<file path="config.mk">
export PLATFORM = sky130hd
export DESIGN_NAME = tmc_channel
export DESIGN_NICKNAME = d
export VERILOG_FILES = /design/src/tmc_pkg.sv /design/src/tmc_pin_sync.sv /design/src/tmc_channel.sv
export SDC_FILE = /design/constraint.sdc
export NUM_CORES = 1
export LEC_CHECK = 0
export BUFFER_PORTS_ARGS = -buffer_cell sky130_fd_sc_hd__buf_2
export CORE_UTILIZATION = 50
export CTS_CLUSTER_DIAMETER = 60
export DETAILED_ROUTE_END_ITERATION = 6
export GPL_ROUTABILITY_DRIVEN = 0
export PLACE_DENSITY = 0.86
export SLEW_MARGIN = 20
export SYNTH_ARGS = -nofsm -noshare
export SYNTH_HDL_FRONTEND = slang
export SYNTH_SLANG_ARGS = --single-unit
</file>
<file path="constraint.sdc">
create_clock -name core_clk -period 4.4 [get_ports core_clk]
set_clock_uncertainty 0.15 [all_clocks]
set_input_delay 0.88 -clock core_clk [delete_from_list [all_inputs] [get_ports core_clk]]
set_output_delay 0.88 -clock core_clk [all_outputs]
set_load 0.01 [all_outputs]
</file>
<file path="src/tmc_pkg.sv">
/*
  Shared constants for one timer channel: register addresses, field
  positions, reset values and operating mode codes.
  Assumes an 8-bit register port with 20-bit byte addresses.
*/
package tmc_pkg;

  localparam int unsigned ADDR_W = 20;
  localparam int unsigned DATA_W = 8;

  // Mode byte and overflow status addresses, per channel
  localparam logic [19:0] MODE_LOW_ADDR_CH0 = 20'hF0190;
  localparam logic [19:0] MODE_LOW_ADDR_CH1 = 20'hF0192;
  localparam logic [19:0] OVF_STATUS_ADDR_CH0 = 20'hF01A0;
  localparam logic [19:0] OVF_STATUS_ADDR_CH1 = 20'hF01A2;

  // Field positions in the mode low byte
  localparam int unsigned START_BEHAV_POS = 0;
  localparam int unsigned OP_MODE_LSB = 1;
  localparam int unsigned EDGE_SEL_LSB = 6;
  localparam logic [7:0] MODE_LOW_WR_MASK = 8'hCF;

  // Field position in the overflow status byte
  localparam int unsigned OVF_FLAG_POS = 0;

  localparam logic [7:0] MODE_LOW_RESET = 8'h00;
  localparam logic [7:0] OVF_STATUS_RESET = 8'h00;
  localparam logic [7:0] UNMAPPED_READ = 8'h00;

  // Operating mode codes (op_mode_bit2..op_mode_bit0)
  localparam logic [2:0] MODE_INTERVAL = 3'h0;
  localparam logic [2:0] MODE_CAPTURE = 3'h2;
  localparam logic [2:0] MODE_EVENT = 3'h3;
  localparam logic [2:0] MODE_ONE_COUNT = 3'h4;
  localparam logic [2:0] MODE_CAP_ONE = 3'h6;

  // Input edge selection codes
  localparam logic [1:0] EDGE_FALL = 2'h0;
  localparam logic [1:0] EDGE_RISE = 2'h1;
  localparam logic [1:0] EDGE_LOW_WIDTH = 2'h2;
  localparam logic [1:0] EDGE_HIGH_WIDTH = 2'h3;

  // Synchroniser depth for the timer input pin
  localparam int unsigned PIN_SYNC_STAGES = 3;

endpackage

</file>
<file path="src/tmc_pin_sync.sv">
/*
  Three-stage synchroniser for the timer input pin with edge pulses.
  Assumes the pin is asynchronous to core_clk; a change is accepted
  once the second and third stage agree.
*/
`timescale 1ns/1ps
`default_nettype none

module tmc_pin_sync (
  input wire logic core_clk,
  input wire logic rst,
  input wire logic pin_in,
  output logic level,
  output logic rise,
  output logic fall
);

  logic [tmc_pkg::PIN_SYNC_STAGES-1:0] sync_q;
  logic level_q;
  logic rise_q;
  logic fall_q;

  always_ff @(posedge core_clk or posedge rst) begin
    if (rst) begin
      sync_q <= '0;
    end else begin
      sync_q <= {sync_q[tmc_pkg::PIN_SYNC_STAGES-2:0], pin_in};
    end
  end

  // Only stages two and three are compared; stage one feeds stage two alone
  always_ff @(posedge core_clk or posedge rst) begin
    if (rst) begin
      level_q <= 1'b0;
      rise_q <= 1'b0;
      fall_q <= 1'b0;
    end else begin
      rise_q <= 1'b0;
      fall_q <= 1'b0;
      if (sync_q[1] == sync_q[2] && sync_q[2] != level_q) begin
        level_q <= sync_q[2];
        rise_q <= sync_q[2];
        fall_q <= ~sync_q[2];
      end
    end
  end

  assign level = level_q;
  assign rise = rise_q;
  assign fall = fall_q;

endmodule

`default_nettype wire

</file>
<file path="src/tmc_channel.sv">
/*
  One timer channel: mode byte, counter in five operating modes, start
  behaviour handling and the capture overflow status byte.
  Assumes start, stop and count tick pulses come from logic on core_clk,
  and the reload value from the channel data register outside.
*/
`timescale 1ns/1ps
`default_nettype none

module tmc_channel #(
  parameter int unsigned CNT_W = 16,
  parameter bit CHANNEL = 1'b0
) (
  input wire logic core_clk,
  input wire logic rst,
  input wire logic [tmc_pkg::ADDR_W-1:0] reg_addr,
  input wire logic reg_wr,
  input wire logic reg_rd,
  input wire logic [tmc_pkg::DATA_W-1:0] reg_wdata,
  output logic [tmc_pkg::DATA_W-1:0] reg_rdata,
  input wire logic channel_start_trigger,
  input wire logic channel_stop_trigger,
  input wire logic count_tick,
  input wire logic [CNT_W-1:0] load_value,
  input wire logic timer_in_pin,
  output logic channel_irq,
  output logic channel_timer_out,
  output logic counting,
  output logic [CNT_W-1:0] channel_counter,
  output logic [CNT_W-1:0] capture_value
);

  localparam logic [19:0] MODE_ADDR = CHANNEL ? tmc_pkg::MODE_LOW_ADDR_CH1 : tmc_pkg::MODE_LOW_ADDR_CH0;
  localparam logic [19:0] OVF_ADDR = CHANNEL ? tmc_pkg::OVF_STATUS_ADDR_CH1 : tmc_pkg::OVF_STATUS_ADDR_CH0;

  logic [7:0] channel_mode_low_byte_q;
  logic [7:0] reg_rdata_q;
  logic [CNT_W-1:0] cnt_q;
  logic [CNT_W-1:0] cap_q;
  logic run_q;
  logic ovf_pending_q;
  logic capture_overflow_flag_q;
  logic irq_q;
  logic tout_q;

  logic pin_level;
  logic pin_rise;
  logic pin_fall;

  logic [2:0] op_mode;
  logic start_behaviour_bit;
  logic [1:0] edge_sel;
  logic mode_up;
  logic mode_down;
  logic mode_capture_kind;
  logic cnt_zero;
  logic cnt_all_ones;
  logic sw_start_ok;
  logic pin_start_ok;
  logic start_acc;
  logic start_fresh;
  logic start_irq;
  logic cap_hit;
  logic up_tick;
  logic dn_tick;
  logic wrap;
  logic dn_expire;

  // Picks the selected edge; width modes start on one edge, capture on the other
  function automatic logic edge_hit(input logic [1:0] sel, input logic rise, input logic fall,
                                    input logic is_start);
    logic hit;
    hit = 1'b0;
    unique case (sel)
      tmc_pkg::EDGE_FALL: hit = fall;
      tmc_pkg::EDGE_RISE: hit = rise;
      tmc_pkg::EDGE_LOW_WIDTH: hit = is_start ? fall : rise;
      tmc_pkg::EDGE_HIGH_WIDTH: hit = is_start ? rise : fall;
    endcase
    return hit;
  endfunction

  tmc_pin_sync u_pin_sync (
    .core_clk(core_clk),
    .rst(rst),
    .pin_in(timer_in_pin),
    .level(pin_level),
    .rise(pin_rise),
    .fall(pin_fall)
  );

  assign op_mode = channel_mode_low_byte_q[tmc_pkg::OP_MODE_LSB +: 3];
  assign start_behaviour_bit = channel_mode_low_byte_q[tmc_pkg::START_BEHAV_POS];
  assign edge_sel = channel_mode_low_byte_q[tmc_pkg::EDGE_SEL_LSB +: 2];

  // Direction per mode; prohibited codes neither count nor start
  always_comb begin
    mode_up = 1'b0;
    mode_down = 1'b0;
    unique case (op_mode)
      tmc_pkg::MODE_INTERVAL: mode_down = 1'b1;
      tmc_pkg::MODE_CAPTURE: mode_up = 1'b1;
      tmc_pkg::MODE_EVENT: mode_down = 1'b1;
      tmc_pkg::MODE_ONE_COUNT: mode_down = 1'b1;
      tmc_pkg::MODE_CAP_ONE: mode_up = 1'b1;
      default: begin
        mode_up = 1'b0;
        mode_down = 1'b0;
      end
    endcase
  end

  assign mode_capture_kind = (op_mode == tmc_pkg::MODE_CAPTURE) || (op_mode == tmc_pkg::MODE_CAP_ONE);
  assign cnt_zero = (cnt_q == '0);
  assign cnt_all_ones = (cnt_q == {CNT_W{1'b1}});

  // Software start: fresh start taken in every defined mode; a start while running depends on mode
  always_comb begin
    sw_start_ok = 1'b0;
    if (channel_start_trigger && (mode_up || mode_down)) begin
      if (!run_q) begin
        sw_start_ok = 1'b1;
      end else if (op_mode == tmc_pkg::MODE_ONE_COUNT) begin
        sw_start_ok = start_behaviour_bit;
      end else if (op_mode == tmc_pkg::MODE_CAP_ONE) begin
        sw_start_ok = 1'b0;
      end else begin
        sw_start_ok = 1'b1;
      end
    end
  end

  // Capture and one-count also starts on the pin's start edge while idle
  assign pin_start_ok = !run_q && (op_mode == tmc_pkg::MODE_CAP_ONE) &&
                        edge_hit(edge_sel, pin_rise, pin_fall, 1'b1);
  assign start_acc = sw_start_ok || pin_start_ok;
  assign start_fresh = start_acc && !run_q;

  // Only interval and capture modes use the start bit at count start
  assign start_irq = start_fresh && start_behaviour_bit &&
                     ((op_mode == tmc_pkg::MODE_INTERVAL) || (op_mode == tmc_pkg::MODE_CAPTURE));

  assign cap_hit = run_q && !start_acc && mode_capture_kind &&
                   edge_hit(edge_sel, pin_rise, pin_fall, op_mode != tmc_pkg::MODE_CAP_ONE);
  assign up_tick = run_q && !start_acc && mode_up && count_tick;
  assign wrap = up_tick && cnt_all_ones;
  assign dn_tick = run_q && !start_acc && mode_down &&
                   ((op_mode == tmc_pkg::MODE_EVENT) ? edge_hit(edge_sel, pin_rise, pin_fall, 1'b1)
                                                     : count_tick);
  assign dn_expire = dn_tick && cnt_zero;

  // Register port: mode byte is read/write, status byte read-only
  always_ff @(posedge core_clk or posedge rst) begin
    if (rst) begin
      channel_mode_low_byte_q <= tmc_pkg::MODE_LOW_RESET;
    end else if (reg_wr && reg_addr == MODE_ADDR) begin
      channel_mode_low_byte_q <= reg_wdata & tmc_pkg::MODE_LOW_WR_MASK;
    end
  end

  always_ff @(posedge core_clk or posedge rst) begin
    if (rst) begin
      reg_rdata_q <= tmc_pkg::UNMAPPED_READ;
    end else if (reg_rd) begin
      if (reg_addr == MODE_ADDR) begin
        reg_rdata_q <= channel_mode_low_byte_q;
      end else if (reg_addr == OVF_ADDR) begin
        reg_rdata_q <= {7'h00, capture_overflow_flag_q};
      end else begin
        reg_rdata_q <= tmc_pkg::UNMAPPED_READ;
      end
    end
  end

  // Counter, run state and captured value
  always_ff @(posedge core_clk or posedge rst) begin
    if (rst) begin
      cnt_q <= '0;
      cap_q <= '0;
      run_q <= 1'b0;
    end else if (start_acc) begin
      cnt_q <= mode_up ? '0 : load_value;
      run_q <= 1'b1;
    end else if (channel_stop_trigger) begin
      run_q <= 1'b0;
    end else if (cap_hit) begin
      cap_q <= cnt_q;
      cnt_q <= '0;
      if (op_mode == tmc_pkg::MODE_CAP_ONE) begin
        run_q <= 1'b0;
      end
    end else if (up_tick) begin
      cnt_q <= CNT_W'(cnt_q + 1'b1);
    end else if (dn_tick) begin
      if (cnt_zero) begin
        cnt_q <= load_value;
        if (op_mode == tmc_pkg::MODE_ONE_COUNT) begin
          run_q <= 1'b0;
        end
      end else begin
        cnt_q <= CNT_W'(cnt_q - 1'b1);
      end
    end
  end

  // Overflow is only remembered here; the flag moves at capture time
  always_ff @(posedge core_clk or posedge rst) begin
    if (rst) begin
      ovf_pending_q <= 1'b0;
    end else if (!mode_capture_kind) begin
      ovf_pending_q <= 1'b0;
    end else if (cap_hit) begin
      ovf_pending_q <= 1'b0;
    end else if (wrap) begin
      ovf_pending_q <= 1'b1;
    end
  end

  always_ff @(posedge core_clk or posedge rst) begin
    if (rst) begin
      capture_overflow_flag_q <= 1'b0;
    end else if (cap_hit && mode_capture_kind) begin
      capture_overflow_flag_q <= ovf_pending_q;
    end
  end

  // Interrupt pulse and timer output
  always_ff @(posedge core_clk or posedge rst) begin
    if (rst) begin
      irq_q <= 1'b0;
    end else begin
      irq_q <= start_irq || cap_hit || dn_expire;
    end
  end

  always_ff @(posedge core_clk or posedge rst) begin
    if (rst) begin
      tout_q <= 1'b0;
    end else if (start_irq) begin
      tout_q <= ~tout_q;
    end else if (dn_expire && ((op_mode == tmc_pkg::MODE_INTERVAL) || (op_mode == tmc_pkg::MODE_ONE_COUNT))) begin
      tout_q <= ~tout_q;
    end
  end

  assign reg_rdata = reg_rdata_q;
  assign channel_irq = irq_q;
  assign channel_timer_out = tout_q;
  assign counting = run_q;
  assign channel_counter = cnt_q;
  assign capture_value = cap_q;

endmodule

`default_nettype wire

</file>
; Yosys cells after proc, flatten, opt, wreduce, memory -nomap -nowiden
; Index checks and enable logic that the tools add are counted.
[op_classes]
addsub = 2
eq_ne = 17
muxes = 35
n_bitwise = 4
reduce_logical = 43
[op_table]
columns = operator, n
row1 = $mux 16, 7
row2 = $eq 20x20->1 const B, 2
row3 = $mux 1, 25
row4 = $logic_and 1x1->1, 19
row5 = $add 16x1->16 const B, 1
row6 = $eq 16x16->1 const B, 1
row7 = $logic_not 16->1, 1
row8 = $reduce_bool 4->1, 4
row9 = $sub 16x1->16 const B, 1
row10 = $mux 8, 1
row11 = $logic_or 1x1->1, 7
row12 = $eq 3x2->1 const B, 2
row13 = $eq 3x3->1 const B, 2
row14 = $reduce_or 2->1, 3
row15 = $reduce_and 5->1, 1
row16 = $eq 2x2->1 const B, 2
row17 = $ne 4x3->1 const B, 1
row18 = $ne 4x4->1 const B, 1
row19 = $not 1->1, 4
row20 = $pmux 1 s4, 1
row21 = $logic_not 3->1, 1
row22 = $ne 3x1->1 const B, 1
row23 = $ne 3x3->1 const B, 1
row24 = $reduce_and 3->1, 1
row25 = 10 further kinds, 11
[totals]
reg_bits = 57
in_bits = 52
out_inout_bits = 43
wordCells = 114

; Depth between registers and ports, before layout
; Gate-level depths: netlist (run 1).
[logic_depth]
depth_word = 16
mapped_depth = 10
mapped_depth_nobuf = 8

; Modules after synthesis
; From an unflattened synthesis (run 1), not the netlist that was laid out.
[unflattened]
hier_cells = 377
hier_area_um2 = 3595.9
[modules_own_cells]
columns = module, n_inst, cells_each, area_each_um2, seq_area_each_um2
row1 = tmc_channel, 1, 367, 3413.3, 1226.2
row2 = tmc_pin_sync, 1, 10, 182.7, 150.1

; Worst setup path before layout (run 1)
; OpenSTA, ideal clock, no wires.
[synth_path]
kind = register -> register
from = register cnt_q[1] (netlist: channel_counter[1])
to = register cnt_q[2] (netlist: channel_counter[2])
setup_time_ns = 0.126
arrival_ns = 2.034
t_required_ns = 4.124
setup_slack_ns = 2.090
stages_incl_launch_ff = 11
path_buffers = 2
synth_period_minus_slack_ns = 2.310
cell_sequence = dfrtp_1 > buf_2 > inv_1 > ha_1 > nor4b_2 > and4_1 > buf_4 > nand2_1 > nor2_1 > a211oi_1 > a221o_1
[synth_via]
elab_chain_len = 7
elab_cells_between_ends = 9
cone_classes = add/sub: 2 / mux: 6 / reduce/logical: 1
[synth_lines]
columns = item, line_no
row1 = from (decl), tmc_channel.sv:38  ; logic [CNT_W-1:0] cnt_q;
row2 = from (signal assigned), tmc_channel.sv:182  ; cnt_q <= mode_up ? '0 : load_value;
row3 = from (signal assigned), tmc_channel.sv:193  ; cnt_q <= CNT_W'(cnt_q + 1'b1);
row4 = from (signal assigned), tmc_channel.sv:196  ; cnt_q <= load_value;
row5 = $sub 16x1->16 / $logic_not 16->1 (equally long branches), "tmc_channel.sv:201, tmc_channel.sv:114"
row6 = $mux 16, tmc_channel.sv:195  ; if (cnt_zero) begin
row7 = $mux 16, tmc_channel.sv:194  ; end else if (dn_tick) begin
row8 = $mux 16 *, tmc_channel.sv:192  ; end else if (up_tick) begin
row9 = $mux 16 *, tmc_channel.sv:186  ; end else if (cap_hit) begin
row10 = $mux 16 *, tmc_channel.sv:184  ; end else if (channel_stop_trigger) begin
row11 = $mux 16 *, tmc_channel.sv:181  ; end else if (start_acc) begin
; Every way passes the cells marked *; elsewhere a longest branch is shown, timed or not. The select of a mux whose other input is x is not followed.
; A chain may end at the register's enable or synchronous reset.

; Worst setup path in the final report (run 1)
[layout_path]
from = register cnt_q[0] (netlist: channel_counter[0])
to = register cnt_q[2] (netlist: channel_counter[2])
; Same word-level chain as after synthesis.

==> run metrics, run 1 <==
status completed; DR iter-0 viols 295; CP arrival between 3 and 4 ns; hold_ws roughly 0.21 ns; Cell Area, Synth about 3600 sq um; Seq/Total Area, Yosys between 30% and 40%; LEAKAGE 1.91 nW; Area growth, synth to finish 15.0%; Die Area 7490 sq um; GRT Total Usage 25.1%; CTS resizes 0; total global routing overflow 0; critical path's slowest cell nand4_2; total detailed-routing wirelength 9030 microns; initial antenna violation count 0; placed insts 550; Core ar. slightly below 7000 sq um; Via Count 3314; WS Path Type flip-flop to flip-flop; Crit. End Element flip-flop; Post-synth ARST share 100%; net load switching power 0.431 mW; worst setup margin 1.35 ns; fin crit share 69.3%; Worst R2R Setup Slack 1.35 ns; n_diodes 0; CTS sink cnt 55; highest clock rate 328 MHz; critical path, cell by cell inv_1 > ha_1 > nor4b_2 > nand4_2 > nand2_1 > o22ai_1 > a211oi_1 > a221o_1; worst slack, placed about 1.4 ns; # hold bufs at CTS 0; Max clock buf depth 2; Post-synth EDFFs 0; RSZ-0062 raised after global routing false; Mapped Avg Cell Area 9.21 sq um; vias in the first global route 3138; Synth top cells by count 55 x dfrtp_1, 38 x nor2_1, 35 x nand2_1; max cap viols 0; Initial Utilization 52.3%; Slew HR between 30% and 40%; Power Density 295 nW/um^2; TNS Setup 0 ns; Gate power share 23.8%; CP max stage delay 0.57 ns; nets@finish 516; Final Hold Vio Count 0; site row count 30; Area contributors post-synth dfrtp_1 39%, mux2_2 7.3%, nor2_1 4.0%, nand2_1 3.7%, a31oi_1 2.5%; count leader, synth dfrtp_1; first-pass GRT wire length 14800 microns; maximum vdd drop 139 uV; Max Slew Vio Count 0; Final Non-Filler Cells 558; Slew @ Worst Pin 0.919 ns; Synth cell types 72; Clock Root Buffer clkbuf_8; layout cell share with drive strength beyond 1 31.6%; clock group share of total power a little under a quarter; leading area contributor after synthesis dfrtp_1; H-tree level count 2; CTS tree built; Startpoint Class flip-flop; area share of the largest cell type after synthesis 38.5%; min Tclk post-route 3.05 ns; Pre-Repair DR Iteration Count 4; CP max FO 17; CTS buffer count 5; Tightest Hold Check Type flip-flop to flip-flop; Worst-Skew Late Latency 0.31 ns; PortBufs 90; Yosys warnings 0; P_int 0.782 mW; CP required 4.50 ns; post-route total power about 1.2 mW; I/O Pins between 90 and 100; hpwl dp 6580 microns; synthesis-stage register bit count between 50 and 60; post-route ant nets 0; Post-Syn Instances 388; Net Sw Frac 35.5%; drt via density 5.94; residual DRC count 0; Setup violations, final 0; Setup Buffers After CTS 0; largest net degree at the start of global routing 40; power share of the sequential group 52.5%; Wirelength per Cell 16.2 microns; register clock-pin slew on the reported worst setup and hold paths 0.10 ns; ys flop type dfrtp_1; Die H 86.5 microns; Die W 86.5 microns
## power by group through the flow
stage / registers (mW) / clock network, mW / logic (mW)
2_1_floorplan: 0.592 / 0 / 0.245
3_3_place_gp: 0.643 / 0 / 0.274
3_5_place_dp: 0.646 / 0 / 0.286
5_1_grt: 0.647 / 0.312 / 0.320
6_report: 0.637 / 0.287 / 0.289
4_1_cts: 0.636 / 0.293 / 0.287
## layout by cell type (no fill, tap or decap), drive strengths merged, types with 4 or more instances in the layout
cell and count:
o21ai 17, clkbuf 5, buf 94, inv 13, nor4b 4, a211oi 4, xor2 4, nor2 40
a21boi 4, xnor2 5, nand4 13, nor3 8, or3 7, a21oi 13, nand2b 6, nand2 35
a31oi 14, and3 6, mux2 24, dfrtp 55, o211ai 5, nor4 6, a32oi 4, and4 5
a22o 6, nand3 13
## worst max-delay path, delay by kind of cell (launching register included)
family / cells / cell delay [ns]
buf+inv: 1 / 0.20
compound gates: 3 / 0.56
fa+ha+maj: 1 / 0.20
flops: 1 / 0.50
simple gates: 3 / 1.39
## final timing paths
kind	startpoint	endpoint	cells past startpoint
setup / recovery	channel_counter[0]	channel_counter[2]	8
hold / removal	u_pin_sync.sync_q[0]	u_pin_sync.sync_q[1]	0
setup reg to reg	channel_counter[0]	channel_counter[2]	8
hold reg to reg	u_pin_sync.sync_q[0]	u_pin_sync.sync_q[1]	0
max in group asynchronous	rst	channel_counter[0]	3
min in group asynchronous	rst	u_pin_sync.sync_q[0]	2
## per-layer routing
layer	part of all wire (%)	GRT usage (%)	vias to the layer above
li1	-	-	1594
met4	1.8	8.18	0
met3	6.7	4.48	16
met2	49	43.2	141
met1	43	31.9	1563
met5	0	0	-
## registers in the layout, summed over array words and instances (netlist names)
register                 count
capture_overflow_flag_q      1
capture_value               16
channel_counter             16
channel_irq                  1
channel_mode_low_byte_q      6
channel_timer_out            1
counting                     1
ovf_pending_q                1
reg_rdata                    6
u_pin_sync.fall              1
u_pin_sync.level             1
u_pin_sync.rise              1
u_pin_sync.sync_q            3
## cell type report
class,instances,area (sq um)
well taps,96,120
clock buffers,5,68.8
fillers,618,2730
flip-flops and latches,55,1380
repair buffers,94,480
inverters,12,45.0
multi-input cells,293,2000
clock inverters,3,18.8
## stage by stage
step	cell area, sq um	utilization [%]
4_1_cts	4110	60.1
3_5_place_dp	4020	58.8
6_report	4110	60.1
2_1_floorplan	3580	-
5_1_grt	4110	60.1
3_3_place_gp	4020	58.8
## cell families after synthesis
logic type	Yosys count	share of synthesized area, %
AND/OR/NAND/NOR	161	25.5
buffers and inverters	41	5.67
other	1	0.105
XOR/XNOR	9	2.21
adder cells (fa/ha/maj)	4	1.33
multiplexers	25	7.85
AO/OA/AOI/OAI	92	18.8
flip-flops	55	38.5
No activity file was read; power rests on OpenSTA's default activity.
==> inputs of run 2 (changes only) <==
--- a/config.mk
+++ b/config.mk
@@ -6,11 +6,11 @@
 export NUM_CORES = 1
 export LEC_CHECK = 0
 export BUFFER_PORTS_ARGS = -buffer_cell sky130_fd_sc_hd__buf_2
-export CORE_UTILIZATION = 50
+export CORE_UTILIZATION = 48
 export CTS_CLUSTER_DIAMETER = 60
 export DETAILED_ROUTE_END_ITERATION = 6
 export GPL_ROUTABILITY_DRIVEN = 0
-export PLACE_DENSITY = 0.86
+export PLACE_DENSITY = 0.87
 export SLEW_MARGIN = 20
 export SYNTH_ARGS = -nofsm -noshare
 export SYNTH_HDL_FRONTEND = slang
==> constraint.sdc (replaced) <==
create_clock -name core_clk -period 2.4 [get_ports core_clk]
set_clock_uncertainty 0.15 [all_clocks]
set_input_delay 0.48 -clock core_clk [delete_from_list [all_inputs] [get_ports core_clk]]
set_output_delay 0.48 -clock core_clk [all_outputs]
set_load 0.01 [all_outputs]
==> run 2 against run 1 <==
The flow now finishes with violations (design-rule violations). Via count increased by 10%. Cell count increased by 7.9%. Setup slack got worse by 1.3 ns. Final area increased by 9.5%. Die area increased by 4.1%. Register-to-register slack got worse by 1.3 ns. Non-clock buffer count increased by 41. Largest power group unchanged. Core utilization increased by 2.2 points. Count of clock-buffer cells in the layout increased by 2.
==> run metrics, run 2 (same netlist as run 1, synthesis figures left out) <==
status complete, but fails checks; failing checks design-rule violations; Max Slew Vio Count 0; Wirelength per Cell 16.8 microns; n_diodes 0; critical path, cell by cell mux2_1 > and4_4 > a211oi_2 > a41oi_2 > a21boi_1 > a221o_1; Crit. End Element flip-flop; power share of the sequential group 44.9%; P_int 1.58 mW; Die W between 80 and 90 microns; total global routing overflow 0; Slew HR between 60% and 70%; Via Count between 3000 and 4000; Pre-Repair DR Iteration Count 7; Power Density 540 nW/um^2; total detailed-routing wirelength 10100 microns; layout cell share with drive strength beyond 1 38.8%; CTS tree built; Worst R2R Setup Slack 0.1 ns; dpl cell area ~4300 sq um; CTS buffer count 5; post-route design area 4500 sq um; vias in the first global route 3437; drt via density slightly above 6; Max clock buf depth 2; CP required 2.45 ns; Final Hold Vio Count 0; Clock Root Buffer clkbuf_8; number of fill cells 610; CP arrival between 2 and 2.5 ns; Core ar. approximately 7000 sq um; site row count 31; Worst-Skew Late Latency 0.32 ns; Setup violations, final 0; Bufs and invs on worst path 0; fin crit share between 90% and 100%; commonest cells after routing, fill and taps aside 90 x buf_2, 53 x dfrtp_1, 42 x buf_4; nets@finish about 560; clock group share of total power between 20% and 30%; CTS sink cnt 55; leading cell type in the layout, fill and taps excluded buf_2; GRT Total Usage 26.3%; max cap viols 0; reg2reg end channel_counter[2]; register clock-pin slew on the reported worst setup and hold paths 0.11 ns; net load switching power between 0.8 and 0.9 mW; FF-to-FF Start channel_mode_low_byte_q[6]; min Tclk post-route 2.30 ns; WS Path Type flip-flop to flip-flop; post-route total power about 2.4 mW; CP max stage delay 0.43 ns; first-pass GRT wire length around 16000 microns; Die H 88.3 microns; Area growth, synth to finish 25.9%; Startpoint Class flip-flop; highest clock rate 434 MHz; Tightest Hold Check Type input pin to async pin; LEAKAGE 2.13 nW; initial antenna violation count 0; PortBufs 90; FF-to-FF path depth 6; largest net degree at the start of global routing 56; critical path's slowest cell dfrtp_1; Slew @ Worst Pin 0.511 ns; hpwl dp 7540 microns; DR iter-0 viols 307; post-route ant nets 0; H-tree level count 2; I/O Pins 95; Net Sw Frac 35.1%; residual DRC count 2; maximum vdd drop around 290 uV; CP max FO 5; Initial Utilization 49.5%; Gate power share between 30% and 40%; Die Area roughly 7800 sq um; delay-heaviest family, CP compound AO/OA/AOI/OAI gates
==> run 2: what timing repair did <==
item	in CTS	in global routing
cloned	0	0
endpoints found under the hold margin	0	0
hold buffers	0	0
resized for setup	2	9
setup endpoints to repair	2	14
pin swaps	1	1
buffers inserted	1	3
==> run 2: how the worst max path moves through the flow <==
stage	start	to	slack (ns)	depth (start not counted)
finish	channel_mode_low_byte_q[6]	channel_counter[2]	0.1	6
global route	channel_counter[1]	channel_counter[2]	-0.008	8
CTS	channel_counter[0]	channel_counter[14]	0.007	7
detailed placement	channel_counter[0]	channel_counter[2]	-0.06	8
global placement	channel_counter[0]	channel_counter[2]	0.03	8
floorplan	channel_counter[1]	channel_counter[2]	0.09	10
==> run 2: tightest hold or removal path, delay by kind of cell <==
kind	cells	cell delay (ns)
buffers and inverters	3	0.43
==> run 2: stage by stage <==
step	setup slack, ns	hold slack [ns]	cells	TNS, ns	util (%)
final	0.0964	0.0459	602	0	62.3
after global routing	-0.00819	0.0614	602	-0.00819	62.3
after CTS	0.00667	0.0568	599	0	61.6
after detailed placement	-0.0595	0.198	590	-0.0811	60.1
after global placement	0.0302	0.185	590	0	60.1
after floorplan	0.0900	0.181	389	0	-
==> run 2: power by group through the flow <==
stage	registers, mW	logic (mW)	clock network [mW]
after floorplan	1.09	0.449	0
after global placement	1.09	0.717	0
after detailed placement	1.10	0.746	0
after CTS	1.08	0.751	0.574
after global routing	1.10	0.846	0.607
final	1.09	0.777	0.563
==> run 2: cell type report <==
cell class	count	area [sq um]	area share [%]
clock buffer	7	86.3	1.92
clock inverter	1	8.76	0.195
sequential	55	1380	30.7
multi-input combinational	293	2030	45.1
timing repair buffer	135	826	18.4
tap	99	124	2.75
inverter	12	45.0	1.00
==> run 2: layer usage <==
layer	up-vias	global-route usage, %	part of all wire (%)
met4	0	9.97	2.4
met1	1727	31.0	40
met2	223	46.9	50
li1	1668	-	-
met5	-	0	0
met3	39	5.50	8.4
